**src/rtl/vopc_pkg.sv**
```systemverilog
// Constants of the video output port control block: register map, fields
// and codes. Assumes nothing of its surroundings.
package vopc_pkg;
	localparam logic [7:0] ADDR_OUTPUT_PORT_CONTROL = 8'h13;
	localparam logic [7:0] ADDR_ANALOG_ADC_COMPAT   = 8'h14;
	// All control bits start cleared so both output enables, rt_ctrl_out_en and crystal_out_en, start off
	localparam logic [7:0] RESET_OUTPUT_PORT_CONTROL = 8'h00;
	localparam logic [7:0] RESET_ANALOG_ADC_COMPAT   = 8'h00;
	localparam logic [7:0] READ_UNMAPPED = 8'h00;
	// Output port control fields
	localparam int RT_CTRL_OUT_EN_BIT        = 7;
	localparam int XPORT_HSEL_BIT            = 6;
	localparam int XPORT_VSEL_HI             = 5;
	localparam int XPORT_VSEL_LO             = 4;
	localparam int LOCK_INDICATOR_SELECT_BIT = 3;
	localparam int FORMAT_HI                 = 2;
	localparam int FORMAT_LO                 = 0;
	// Analog, converter and compatibility fields
	localparam int COMPAT_BIT                = 7;
	localparam int AGC_UPDATE_INTERVAL_BIT   = 6;
	localparam int TEST_SELECT_HI            = 5;
	localparam int TEST_SELECT_LO            = 4;
	localparam int CRYSTAL_OUT_EN_BIT        = 3;
	localparam int AUTO_STD_BIT              = 2;
	localparam int SAMPLE_CLOCK_PHASE_HI     = 1;
	localparam int SAMPLE_CLOCK_PHASE_LO     = 0;
	// Horizontal fine delay taps, one clock per half pixel clock step
	localparam int HSYNC_DELAY_TAPS = 4;
	typedef enum logic [1:0] {
		VOPC_VSEL_VSYNC     = 2'b00,
		VOPC_VSEL_FIELD     = 2'b01,
		VOPC_VSEL_VSYNC_INV = 2'b10,
		VOPC_VSEL_FIELD_INV = 2'b11
	} vopc_vsel_t;
	typedef enum logic [2:0] {
		VOPC_FMT_CODES     = 3'b000,
		VOPC_FMT_GATED     = 3'b001,
		VOPC_FMT_NOCODES   = 3'b010,
		VOPC_FMT_RSVD3     = 3'b011,
		VOPC_FMT_BYP_HIGH  = 3'b100,
		VOPC_FMT_BYP_LOW   = 3'b101,
		VOPC_FMT_RSVD6     = 3'b110,
		VOPC_FMT_BYP_SPLIT = 3'b111
	} vopc_fmt_t;
	localparam logic [2:0] TEST_GROUND   = 3'h0;
	localparam logic [2:0] TEST_INPUT4   = 3'h4;
	localparam logic [2:0] TEST_BANDPASS = 3'h7;
endpackage : vopc_pkg

```
**src/rtl/vopc_delay_line.sv**
```systemverilog
// Tapped delay line for the horizontal sync pulse fine position.
// Assumes one clock equals one half pixel clock step.
`timescale 1ns/1ps
`default_nettype none
module vopc_delay_line #(
	parameter int TAPS = 4
) (
	input  wire logic                    clk,
	input  wire logic                    reset_n,
	input  wire logic                    din,
	input  wire logic [$clog2(TAPS)-1:0] tap_sel,
	output logic                         dout
);
	logic [TAPS-1:0] stage_reg;

	always_ff @(posedge clk or negedge reset_n) begin
		if (!reset_n) begin
			stage_reg <= '0;
		end else begin
			stage_reg <= {stage_reg[TAPS-2:0], din};
		end
	end

	assign dout = stage_reg[tap_sel];
endmodule : vopc_delay_line
`default_nettype wire

```
**src/rtl/vopc_port_ctrl.sv**
```systemverilog
// Video output port control: two control registers and the port muxes.
// Assumes a serial bus slave presents subaddress writes and reads here,
// and that sync, lock and sample inputs are synchronous to clk.
`timescale 1ns/1ps
`default_nettype none
module vopc_port_ctrl (
	input  wire logic       clk,
	input  wire logic       reset_n,
	input  wire logic [7:0] reg_addr,
	input  wire logic [7:0] reg_wdata,
	input  wire logic       reg_write,
	output logic [7:0]      reg_rdata,
	input  wire logic [1:0] hsync_fine_delay,
	input  wire logic       test_select_msb,
	input  wire logic       active_line_reference,
	input  wire logic       horiz_sync_pulse,
	input  wire logic       vertical_sync_signal,
	input  wire logic       field_id,
	input  wire logic       horiz_lock_status,
	input  wire logic       fast_lock_indicator,
	input  wire logic       clock_reference_toggle,
	input  wire logic       two_converters,
	input  wire logic [7:0] video_with_codes,
	input  wire logic [7:0] video_gated,
	input  wire logic [7:0] video_no_codes,
	input  wire logic [8:0] converter_first,
	input  wire logic [8:0] converter_second,
	input  wire logic       line_start,
	input  wire logic       field_start,
	input  wire logic       realtime_control_in,
	output logic            xport_horiz_out,
	output logic            xport_vert_out,
	output logic            lock_indicator_out,
	output logic [7:0]      video_data_out,
	output logic            agc_update,
	output logic [2:0]      analog_test_select,
	output logic            realtime_control_output,
	output logic            rt_ctrl_out_en,
	output logic            crystal_out_en,
	output logic [1:0]      sample_clock_phase,
	output logic            compat_mode,
	output logic            auto_std_detect
);
	logic [7:0] output_port_control_reg;
	logic [7:0] analog_adc_compat_control_reg;
	logic       hs_delayed;
	logic [2:0] test_sel_raw;
	logic [7:0] video_data_next;

	// Register writes
	always_ff @(posedge clk or negedge reset_n) begin
		if (!reset_n) begin
			output_port_control_reg <= vopc_pkg::RESET_OUTPUT_PORT_CONTROL;
		end else if (reg_write &&
			reg_addr == vopc_pkg::ADDR_OUTPUT_PORT_CONTROL) begin
			output_port_control_reg <= reg_wdata;
		end
	end

	always_ff @(posedge clk or negedge reset_n) begin
		if (!reset_n) begin
			analog_adc_compat_control_reg <= vopc_pkg::RESET_ANALOG_ADC_COMPAT;
		end else if (reg_write &&
			reg_addr == vopc_pkg::ADDR_ANALOG_ADC_COMPAT) begin
			analog_adc_compat_control_reg <= reg_wdata;
		end
	end

	// Read data follows the address one cycle later
	always_ff @(posedge clk or negedge reset_n) begin
		if (!reset_n) begin
			reg_rdata <= vopc_pkg::READ_UNMAPPED;
		end else begin
			case (reg_addr)
				vopc_pkg::ADDR_OUTPUT_PORT_CONTROL: begin
					reg_rdata <= output_port_control_reg;
				end
				vopc_pkg::ADDR_ANALOG_ADC_COMPAT: begin
					reg_rdata <= analog_adc_compat_control_reg;
				end
				default: begin
					reg_rdata <= vopc_pkg::READ_UNMAPPED;
				end
			endcase
		end
	end

	// Pulse width comes from the sync generator; only the fine shift is here
	vopc_delay_line #(
		.TAPS(vopc_pkg::HSYNC_DELAY_TAPS)
	) u_hs_delay (
		.clk    (clk),
		.reset_n(reset_n),
		.din    (horiz_sync_pulse),
		.tap_sel(hsync_fine_delay),
		.dout   (hs_delayed)
	);

	// Sync and lock outputs
	always_ff @(posedge clk or negedge reset_n) begin
		if (!reset_n) begin
			xport_horiz_out    <= 1'b0;
			xport_vert_out     <= 1'b0;
			lock_indicator_out <= 1'b0;
		end else begin
			xport_horiz_out <= output_port_control_reg[vopc_pkg::XPORT_HSEL_BIT]
				? hs_delayed : active_line_reference;
			case (output_port_control_reg[vopc_pkg::XPORT_VSEL_HI:
				vopc_pkg::XPORT_VSEL_LO])
				vopc_pkg::VOPC_VSEL_VSYNC: begin
					xport_vert_out <= vertical_sync_signal;
				end
				vopc_pkg::VOPC_VSEL_FIELD: begin
					xport_vert_out <= field_id;
				end
				vopc_pkg::VOPC_VSEL_VSYNC_INV: begin
					xport_vert_out <= ~vertical_sync_signal;
				end
				default: begin
					xport_vert_out <= ~field_id;
				end
			endcase
			lock_indicator_out <=
				output_port_control_reg[vopc_pkg::LOCK_INDICATOR_SELECT_BIT]
				? fast_lock_indicator
				: ~horiz_lock_status;
		end
	end

	// Output data format; reserved codes drive zero to keep the port quiet
	always_comb begin
		video_data_next = 8'h00;
		case (output_port_control_reg[vopc_pkg::FORMAT_HI:vopc_pkg::FORMAT_LO])
			vopc_pkg::VOPC_FMT_CODES: begin
				video_data_next = video_with_codes;
			end
			vopc_pkg::VOPC_FMT_GATED: begin
				video_data_next = video_gated;
			end
			vopc_pkg::VOPC_FMT_NOCODES: begin
				video_data_next = video_no_codes;
			end
			vopc_pkg::VOPC_FMT_BYP_HIGH: begin
				video_data_next = (two_converters && clock_reference_toggle)
					? converter_second[8:1] : converter_first[8:1];
			end
			vopc_pkg::VOPC_FMT_BYP_LOW: begin
				video_data_next = (two_converters && clock_reference_toggle)
					? converter_second[7:0] : converter_first[7:0];
			end
			vopc_pkg::VOPC_FMT_BYP_SPLIT: begin
				// Only the first converter is used; a second one is ignored
				video_data_next = clock_reference_toggle
					? converter_first[8:1] : converter_first[7:0];
			end
			default: begin
				video_data_next = 8'h00;
			end
		endcase
	end

	always_ff @(posedge clk or negedge reset_n) begin
		if (!reset_n) begin
			video_data_out <= 8'h00;
		end else begin
			video_data_out <= video_data_next;
		end
	end

	// Gain update strobe
	always_ff @(posedge clk or negedge reset_n) begin
		if (!reset_n) begin
			agc_update <= 1'b0;
		end else begin
			agc_update <=
				analog_adc_compat_control_reg[vopc_pkg::AGC_UPDATE_INTERVAL_BIT]
				? field_start
				: line_start;
		end
	end

	// Analog test routing; reserved selections fall back to ground
	assign test_sel_raw = {test_select_msb,
		analog_adc_compat_control_reg[vopc_pkg::TEST_SELECT_HI:
		vopc_pkg::TEST_SELECT_LO]};

	always_ff @(posedge clk or negedge reset_n) begin
		if (!reset_n) begin
			analog_test_select <= vopc_pkg::TEST_GROUND;
		end else if (test_sel_raw <= vopc_pkg::TEST_INPUT4 ||
			test_sel_raw == vopc_pkg::TEST_BANDPASS) begin
			analog_test_select <= test_sel_raw;
		end else begin
			analog_test_select <= vopc_pkg::TEST_GROUND;
		end
	end

	always_ff @(posedge clk or negedge reset_n) begin
		if (!reset_n) begin
			realtime_control_output <= 1'b0;
		end else begin
			realtime_control_output <= realtime_control_in;
		end
	end

	assign rt_ctrl_out_en =
		output_port_control_reg[vopc_pkg::RT_CTRL_OUT_EN_BIT];
	assign crystal_out_en =
		analog_adc_compat_control_reg[vopc_pkg::CRYSTAL_OUT_EN_BIT];
	assign sample_clock_phase = analog_adc_compat_control_reg[
		vopc_pkg::SAMPLE_CLOCK_PHASE_HI:vopc_pkg::SAMPLE_CLOCK_PHASE_LO];
	assign compat_mode = analog_adc_compat_control_reg[vopc_pkg::COMPAT_BIT];
	assign auto_std_detect =
		analog_adc_compat_control_reg[vopc_pkg::AUTO_STD_BIT];

	// Checks
	a_active_line_reference_path: assert property (@(posedge clk) disable iff (!reset_n)
		!output_port_control_reg[6]
		|=> xport_horiz_out == $past(active_line_reference))
		else $error("horizontal out does not follow line reference");
	a_hs_delay_zero: assert property (@(posedge clk) disable iff (!reset_n)
		output_port_control_reg[6] && hsync_fine_delay == 2'h0
		|=> xport_horiz_out == $past(horiz_sync_pulse, 2))
		else $error("sync pulse delay wrong at step zero");
	a_hs_delay_three: assert property (@(posedge clk) disable iff (!reset_n)
		output_port_control_reg[6] && hsync_fine_delay == 2'h3
		|=> xport_horiz_out == $past(horiz_sync_pulse, 5))
		else $error("sync pulse delay wrong at step three");
	a_vert_field: assert property (@(posedge clk) disable iff (!reset_n)
		output_port_control_reg[5:4] == 2'b01
		|=> xport_vert_out == $past(field_id))
		else $error("vertical out does not carry field id");
	a_vert_inverted: assert property (@(posedge clk) disable iff (!reset_n)
		output_port_control_reg[5:4] == 2'b10
		|=> xport_vert_out != $past(vertical_sync_signal))
		else $error("vertical out not inverted sync");
	a_lock_standard: assert property (@(posedge clk) disable iff (!reset_n)
		!output_port_control_reg[3]
		|=> lock_indicator_out == !$past(horiz_lock_status))
		else $error("lock indicator not inverted status");
	a_lock_fast: assert property (@(posedge clk) disable iff (!reset_n)
		output_port_control_reg[3]
		|=> lock_indicator_out == $past(fast_lock_indicator))
		else $error("lock indicator not fast source");
	a_fmt_gated: assert property (@(posedge clk) disable iff (!reset_n)
		output_port_control_reg[2:0] == 3'b001
		|=> video_data_out == $past(video_gated))
		else $error("gated format data wrong");
	a_fmt_nocodes: assert property (@(posedge clk) disable iff (!reset_n)
		output_port_control_reg[2:0] == 3'b010
		|=> video_data_out == $past(video_no_codes))
		else $error("code free format data wrong");
	a_byp_high_pair: assert property (@(posedge clk) disable iff (!reset_n)
		output_port_control_reg[2:0] == 3'b100 && two_converters
		&& clock_reference_toggle
		|=> video_data_out == $past(converter_second[8:1]))
		else $error("high bypass second converter wrong");
	a_byp_low_first: assert property (@(posedge clk) disable iff (!reset_n)
		output_port_control_reg[2:0] == 3'b101 && !clock_reference_toggle
		|=> video_data_out == $past(converter_first[7:0]))
		else $error("low bypass first converter wrong");
	a_split_low: assert property (@(posedge clk) disable iff (!reset_n)
		output_port_control_reg[2:0] == 3'b111 && !clock_reference_toggle
		|=> video_data_out == $past(converter_first[7:0]))
		else $error("split bypass low half wrong");
	a_agc_field: assert property (@(posedge clk) disable iff (!reset_n)
		analog_adc_compat_control_reg[6] && !field_start |=> !agc_update)
		else $error("gain update outside field start");
	a_agc_line: assert property (@(posedge clk) disable iff (!reset_n)
		!analog_adc_compat_control_reg[6] && line_start |=> agc_update)
		else $error("gain update missed line start");
	a_test_reserved: assert property (@(posedge clk) disable iff (!reset_n)
		test_sel_raw == 3'h5 |=> analog_test_select == 3'h0)
		else $error("reserved test select not grounded");
	a_rt_enable: assert property (@(posedge clk) disable iff (!reset_n)
		reg_write && reg_addr == 8'h13 |=> rt_ctrl_out_en == $past(reg_wdata[7]))
		else $error("control output enable not written");
	a_xtal_enable: assert property (@(posedge clk) disable iff (!reset_n)
		reg_write && reg_addr == 8'h14 |=> crystal_out_en == $past(reg_wdata[3]))
		else $error("crystal output enable not written");
endmodule : vopc_port_ctrl
`default_nettype wire

```
**config.mk**
```make
export PLATFORM = sky130hd
export DESIGN_NAME = vopc_port_ctrl
export DESIGN_NICKNAME = d
export VERILOG_FILES = /design/src/rtl/vopc_pkg.sv /design/src/rtl/vopc_delay_line.sv /design/src/rtl/vopc_port_ctrl.sv
export SDC_FILE = /design/constraint.sdc
export NUM_CORES = 1
export LEC_CHECK = 0
export CORE_ASPECT_RATIO = 1.75
export CORE_UTILIZATION = 55
export CTS_CLUSTER_DIAMETER = 120
export DETAILED_ROUTE_END_ITERATION = 10
export DONT_BUFFER_PORTS = 1
export GPL_TIMING_DRIVEN = 0
export PLACE_DENSITY = 0.78
export SYNTH_ARGS = -nofsm -noshare
export SYNTH_HDL_FRONTEND = slang
export SYNTH_SLANG_ARGS = --single-unit
```
**constraint.sdc**
```tcl
create_clock -name clk -period 1.4 [get_ports clk]
set_input_delay 0.42 -clock clk [delete_from_list [all_inputs] [get_ports clk]]
set_output_delay 0.42 -clock clk [all_outputs]
set_load 0.005 [all_outputs]
```
==> impl_metrics.toml, run 1 <==
[placement]
numPortBuffers = 0
place_area_mm2 = 0.00222
gp_congestion = 0.788
dp_hpwl_mm = 3.85

[critical_path]
rr_worst_depth = 5
r2r-end = "video_data_out[6]"
arrival_ps = 1750
crit_type = "in -> reg"
end_kind = "register"
r2r_start = "output_port_control_reg[1]"
critPathCapture = "reg_rdata[5]"
startpoint = "reg_addr[3]"
rrSetupSlack_ps = 100
start_kind = "input port"
worstPathRequired_ps = 1620
worstPathMaxFanout = 8

[timing]
fin_crit_sh = 1.09
fmax_mhz = 654
slew_violations = 0
rsz0062_at_grt = "yes"
setup_viol = 24
hold_ws_ps = -178
hold_viol = 44
finalClockSkew_ps = 8.20
period_needed_ps = 1530
tns_ps = -2620
relSlewSlack = 0.760
worst_slack_ps = -130
worstMarginPinSlew_ps = 359

[synthesis]
syn_avg_cell_area_um2 = 12.8
syn_area_mm2 = 0.00214
synth.distinct_cells = 32
seq_area_frac_synth = 0.513
yosys.area.top_type_share = 0.513
ys_seq_elements = 44
postSynthCellCount = 167
synth_enable_flop_cells = 0
synthArstFlopShare = 1.00
yosysWarnings = 0
synth_ff_type = "dfrtp_1"
synthTopCellsByArea = "dfrtp_1 (51%), mux2_2 (9.5%), a22oi_1 (5.6%)"
synth_fp_nets = 242
synth_top_area_cell = "dfrtp_1"

[finish]
fillers = 246
nets = 263
mostFrequentLayoutCells = "dfrtp_1 (41), a22oi_1 (16), mux2_4 (16), buf_4 (16), mux2_2 (10)"
final_layout_size_suffix_gt1_frac = 0.370
multiInputGateArea_mm2 = 0.00108
syn2layout_area_growth_pct = 19.4
final_common_cell = "dfrtp_1"
seq_area_mm2 = 0.00110
diodes = 0
stdcell_area_mm2 = 0.00256

[global_route]
grt_max_degree = 45
overflow = 0
grt_pass1_wl_mm = 7.71
grt_pass1_vias = 1614
antenna_found_initial = 0
grt_usage = 0.244

[clocking]
cts_sinks = 44
cts_buffer_depth = 2
cts_tree = "built"
h-tree-depth = 2
ctsRootBufferMaster = "clkbuf_8"
clock_latency_ps = 280
path_clk_slew_ps = 80
cts_made_buffers = 5

[route]
route.detailed.drc = 0
routed_wl_mm = 5.13
ant_nets = 0
dr.first_iter.drc_count = 33
first_pass_iters = 4
vias = 1545
wl_per_cell_um = 21.8
viasPerCell = 6.57

[die]
rows = 29
start_util = 0.585
dieArea_mm2 = 0.00416
num_io_pins = 105
die_w_um = 49.2
core_mm2 = 0.00366
die_h_um = 84.6

[pwr]
peakVddDrop_uv = 913
leakage_uw = 0.00116
power_density_mw_per_mm2 = 1020

[hold_path]
hold_class = "in -> async"

[flow_run]
maxCapViolations = 0

[run_status]
violations = "hold timing, setup timing"
outcome = "finished with violations"
## synthesized netlist by cell type, drive strengths merged (2+ instances only)
cell / n
nand2: 3
a21boi: 7
dfrtp: 44
nor3b: 5
nor2: 4
nor3: 2
mux2: 26
o2111ai: 8
mux2i: 3
and3: 8
buf: 4
o21bai: 2
o21ai: 7
xnor2: 2
a22o: 8
inv: 2
a22oi: 16
a21oi: 2
clkbuf: 6
## layer usage
layer  GRT usage  vias to the layer above  part of all wire
li1            -                      683                 -
met1       0.240                      771              0.34
met2       0.484                       84              0.59
met3      0.0525                        7             0.057
met4      0.0722                        0            0.0098
met5           0                        -                 0
## cell families after synthesis
family / Yosys count / synth area share
flip-flops: 44 / 0.513
XOR/XNOR: 2 / 0.00817
AND/OR/NAND/NOR: 29 / 0.102
buffers and inverters: 12 / 0.0280
AO/OA/AOI/OAI: 50 / 0.174
multiplexers: 30 / 0.175
## critical path: stages
cell	delay [ps]
or4b_4	550
buf_4	180
nor4_4	280
buf_6	170
a22o_1	150
## stage by stage
stage               setup WS [ps]  power (uW)  utilization  cells
finish                       -130        2610        0.699    235
global route                 -147        2700        0.699    235
CTS                          -138        2570        0.652    219
detailed placement           -589        1650        0.605    213
global placement             -555        1630        0.605    213
floorplan                    -411        1590            -    167
## worst min path at each step
| stage | from | end | slack [ps] | cells past startpoint |
|---|---|---|---|---|
| after floorplan | reset_n | agc_update | 120 | 0 |
| after global placement | reset_n | realtime_control_output | 130 | 0 |
| after detailed placement | reset_n | output_port_control_reg[3] | 130 | 0 |
| after CTS | reset_n | reg_rdata[2] | -190 | 0 |
| after global routing | reset_n | analog_adc_compat_control_reg[3] | -190 | 0 |
| final | reset_n | analog_adc_compat_control_reg[3] | -180 | 0 |
## final cells by class
type                            instances  area share
Sequential cell                        44       0.432
Clock buffer                            6      0.0283
Timing Repair Buffer                   18      0.0640
Clock inverter                          2      0.0137
Multi-Input combinational cell        111       0.422
Buffer                                  6      0.0152
Inverter                                2     0.00293
Tap cell                               46      0.0225
## report_power, final
group          switching (uW)  internal [uW]  total [uW]
Clock                     390            529         919
Sequential               58.0           1350        1400
Combinational             117            170         287
## repair_timing
item | 4_1_cts | 5_1_grt
endpoints found under the setup margin | 32 | 32
endpoints found under the hold margin | 44 | 44
gates resized for setup | 12 | 9
pin swaps | 3 | 6
buffers inserted | 1 | 17
gates cloned | 0 | 0
No activity file was read; power rests on OpenSTA's default activity.
==> inputs of run 2 (changes only) <==
--- a/config.mk
+++ b/config.mk
@@ -5,13 +5,13 @@
 export SDC_FILE = /design/constraint.sdc
 export NUM_CORES = 1
 export LEC_CHECK = 0
+export BUFFER_PORTS_ARGS = -buffer_cell sky130_fd_sc_hd__buf_4
 export CORE_ASPECT_RATIO = 1.75
-export CORE_UTILIZATION = 55
+export CORE_UTILIZATION = 46
 export CTS_CLUSTER_DIAMETER = 120
 export DETAILED_ROUTE_END_ITERATION = 10
-export DONT_BUFFER_PORTS = 1
 export GPL_TIMING_DRIVEN = 0
-export PLACE_DENSITY = 0.78
+export PLACE_DENSITY = 0.85
 export SYNTH_ARGS = -nofsm -noshare
 export SYNTH_HDL_FRONTEND = slang
 export SYNTH_SLANG_ARGS = --single-unit
==> constraint.sdc (replaced) <==
create_clock -name clk -period 1.6 [get_ports clk]
set_input_delay 0.48 -clock clk [delete_from_list [all_inputs] [get_ports clk]]
set_output_delay 0.48 -clock clk [all_outputs]
set_load 0.005 [all_outputs]
==> impl_metrics.toml, run 2 (synthesis gave the netlist of run 1 again) <==
[run_status]
outcome = "finished with violations"
violations = "setup timing"

[clocking]
cts_sinks = 44
cts_made_buffers = 5
clock_latency_ps = 290
path_clk_slew_ps = 80
cts_tree = "built"
h-tree-depth = 2
cts_buffer_depth = 2
holdBufCountCts = 0
ctsRootBufferMaster = "clkbuf_8"

[pwr]
swShare = 0.216
power_density_mw_per_mm2 = 818
p_comb_frac = 0.172
p_int_uw = 2080
p_total_uw = 2650
pwr-share-clk = 0.368
peakVddDrop_uv = 799
pwr-share-seq = 0.460
leakage_uw = 0.00160
power_switching_uw = 571

[timing]
relSlewSlack = 0.645
hold_ws_ps = 172
worst_slack_ps = -94.2
worstMarginPinSlew_ps = 533
fin_crit_sh = 1.06
period_needed_ps = 1690
rsz0062_at_grt = "yes"
setup_viol = 24
hold_viol = 0
fmax_mhz = 590
tns_ps = -893
finalClockSkew_ps = 6.42
slew_violations = 0

[route]
dr.first_iter.drc_count = 25
vias = 1870
wl_per_cell_um = 16.4
routed_wl_mm = 5.42
ant_nets = 0
route.detailed.drc = 0
first_pass_iters = 4
viasPerCell = 5.67

[finish]
syn2layout_area_growth_pct = 50.8
diodes = 0
fillers = 309
final_common_cell = "buf_4"
multiInputGateArea_mm2 = 0.00106
seq_area_mm2 = 0.00110
final_layout_size_suffix_gt1_frac = 0.552
mostFrequentLayoutCells = "buf_4 (104), dfrtp_1 (44), a22oi_1 (16), mux2_4 (16), mux2_2 (10)"
stdcell_area_mm2 = 0.00323
nets = 354

[critical_path]
worstPathMaxFanout = 8
end_kind = "register"
worstPathRequired_ps = 1770
start_kind = "input port"
critPathMostFrequentCell = "buf_6"
crit_type = "in -> reg"
crit_buf_inv = 2
crit_family = "simple AND/OR/NAND/NOR gates"
max_stage_delay_ps = 580
cpMaxStageDelayCell = "or4b_4"
arrival_ps = 1870
crit_chain = "buf_6 -> or4b_4 -> nand4bb_1 -> buf_6 -> mux2_4"

[placement]
gp_congestion = 0.811
pre_cts_ws_ps = -562
place_area_mm2 = 0.00299
dp_hpwl_mm = 4.14
numPortBuffers = 104

[global_route]
antenna_found_initial = 0
grt_usage = 0.239
grt_pass1_vias = 1952
overflow = 0
grt_max_degree = 45
grt_pass1_wl_mm = 8.62

[die]
start_util = 0.483
core_mm2 = 0.00444
die_h_um = 92.3
rows = 32
dieArea_mm2 = 0.00495
num_io_pins = 105
die_w_um = 53.6

[hold_path]
hold_class = "in -> async"

[flow_run]
maxCapViolations = 0
-- run 2: cell count changes in the layout (fill, tap and decap cells not counted), sizes merged --
cell    previous run  this run
clkinv             1         0
bufinv             1         2
buf               20       111
clkbuf            10         9
-- run 2: power groups by stage --
stage	combinational (uW)	clock, uW	sequential, uW
2_1_floorplan	160	0	1230
3_3_place_gp	439	0	1220
3_5_place_dp	450	0	1230
4_1_cts	456	989	1220
5_1_grt	494	1030	1230
6_report	456	973	1220
-- run 2: final cells by class --
cell class | instances | area share
Clock inverter | 2 | 0.0186
Clock buffer | 5 | 0.0213
Tap cell | 51 | 0.0197
Timing Repair Buffer | 108 | 0.258
Sequential cell | 44 | 0.340
Buffer | 7 | 0.0128
Multi-Input combinational cell | 111 | 0.327
Inverter | 2 | 0.00232
-- run 2: worst paths after layout --
kind	from	slack, ps	end	depth (start not counted)
worst max-delay path	reg_addr[7]	-90	analog_adc_compat_control_reg[5]	5
worst min-delay path	reset_n	170	reg_rdata[6]	1
worst max register to register	output_port_control_reg[2]	50	video_data_out[7]	4
worst min register to register	u_hs_delay.stage_reg[0]	380	u_hs_delay.stage_reg[1]	0
max in group asynchronous	reset_n	1060	video_data_out[7]	1
min in group clk	realtime_control_in	290	realtime_control_output	1
-- run 2: stage by stage --
step                      cells   util
final                       330  0.728
after global routing        330  0.728
after CTS                   329  0.723
after detailed placement    322  0.673
after global placement      322  0.673
after floorplan             167      -
-- run 2: layer usage --
layer,track usage,part of all wire,up-vias
li1,-,-,867
met1,0.233,0.32,904
met2,0.449,0.59,85
met3,0.0361,0.050,14
met4,0.123,0.037,0
met5,0,0,-
-- run 2: timing repair --
item,4_1_cts,5_1_grt
pin swaps,3,2
endpoints found under the setup margin,32,30
setup buffers,3,1
gates resized for setup,19,3
==> inputs of run 3 (changes only) <==
==> constraint.sdc (replaced) <==
create_clock -name clk -period 1.7 [get_ports clk]
set_input_delay 0.51 -clock clk [delete_from_list [all_inputs] [get_ports clk]]
set_output_delay 0.51 -clock clk [all_outputs]
set_load 0.005 [all_outputs]
==> impl_metrics.toml, run 3 (synthesis gave the netlist of run 1 again) <==
[placement]
numPortBuffers = 104
dp_hpwl_mm = 4.14
gp_congestion = 0.811

[critical_path]
critPathCapture = "analog_adc_compat_control_reg[5]"
start_kind = "input port"
worstPathRequired_ps = 1870
crit_type = "in -> reg"
rr_worst_depth = 3
startpoint = "reg_addr[3]"
rrSetupSlack_ps = 150
end_kind = "register"
worstPathMaxFanout = 8
r2r_start = "output_port_control_reg[2]"
arrival_ps = 1900
r2r-end = "video_data_out[7]"

[die]
rows = 32
die_h_um = 92.3
core_mm2 = 0.00444
dieArea_mm2 = 0.00495
num_io_pins = 105
start_util = 0.483
die_w_um = 53.6

[global_route]
grt_usage = 0.237
grt_pass1_vias = 1943
overflow = 0
antenna_found_initial = 0
grt_pass1_wl_mm = 8.53
grt_max_degree = 45

[clocking]
ctsRootBufferMaster = "clkbuf_8"
holdBufCountCts = 0
path_clk_slew_ps = 90
h-tree-depth = 2
cts_buffer_depth = 2
cts_tree = "built"
cts_made_buffers = 5
clock_latency_ps = 290
cts_sinks = 44

[finish]
fillers = 309
final_layout_size_suffix_gt1_frac = 0.554
syn2layout_area_growth_pct = 50.7
nets = 355
seq_area_mm2 = 0.00110
final_common_cell = "buf_4"
diodes = 0
multiInputGateArea_mm2 = 0.00105
mostFrequentLayoutCells = "buf_4 (106), dfrtp_1 (44), a22oi_1 (16), mux2_4 (16), mux2_2 (10)"

[timing]
slew_violations = 0
setup_viol = 14
relSlewSlack = 0.583
rsz0062_at_grt = "yes"
hold_viol = 0
period_needed_ps = 1720
tns_ps = -168
worstMarginPinSlew_ps = 623
fmax_mhz = 581
worst_slack_ps = -21.6
fin_crit_sh = 1.01
finalClockSkew_ps = 7.76

[route]
viasPerCell = 5.69
route.detailed.drc = 0
dr.first_iter.drc_count = 47
routed_wl_mm = 5.51
first_pass_iters = 4
vias = 1882
wl_per_cell_um = 16.6
ant_nets = 0

[hold_path]
hold_class = "in -> async"

[pwr]
power_density_mw_per_mm2 = 772
peakVddDrop_uv = 764
p_total_uw = 2490
leakage_uw = 0.00160

[run_status]
outcome = "finished with violations"
violations = "setup timing"

[flow_run]
maxCapViolations = 0
## run 3: stage by stage
step | hold WS, ps | worst slack [ps] | area, um^2 | util | std cells
6_report | 202 | -21.6 | 3230 | 0.727 | 331
5_1_grt | 241 | -33.1 | 3230 | 0.727 | 331
4_1_cts | 216 | -16.3 | 3190 | 0.718 | 331
3_5_place_dp | 359 | -492 | 2990 | 0.673 | 322
3_3_place_gp | 357 | -467 | 2990 | 0.673 | 322
2_1_floorplan | 214 | -201 | 2140 | - | 167
## run 3: layout make-up
class                      count  share of cell area
multi-input combinational    111               0.326
inverter                       2             0.00232
timing repair buffer         109               0.259
buffer                         7              0.0128
sequential                    44               0.341
clock buffer                   5              0.0213
tap                           51              0.0197
clock inverter                 2              0.0186
## run 3: report_power, final
group          leakage, uW  internal [uW]  switching, uW
Sequential        0.000571           1110           38.4
Clock            0.0000642            578            342
Combinational     0.000967            267            162
## run 3: what timing repair did
item                                    CTS  global route
endpoints found under the setup margin   28            32
pin swaps                                 2             5
setup buffers                             2             3
hold endpoints to repair                  0             0
gates resized for setup                  14             6
## run 3: layer usage
| layer | global-route usage | up-vias | part of all wire |
|---|---|---|---|
| met5 | 0 | - | 0 |
| met4 | 0.123 | 0 | 0.042 |
| met3 | 0.0427 | 16 | 0.054 |
| met2 | 0.446 | 94 | 0.59 |
| met1 | 0.226 | 906 | 0.32 |
| li1 | - | 866 | - |
## run 3: worst min path at each step
stage,end,slack [ps],depth (start not counted)
floorplan,agc_update,210,0
global placement,u_hs_delay.stage_reg[3],360,0
CTS,reg_rdata[6],220,1
global route,xport_horiz_out,240,1
detailed placement,u_hs_delay.stage_reg[2],360,0
finish,analog_adc_compat_control_reg[1],200,1
## run 3: worst max-delay path: stages
cell and delay (ps):
buf_6 90, or4b_4 580, nand4bb_1 240, buf_6 180
mux2_4 300
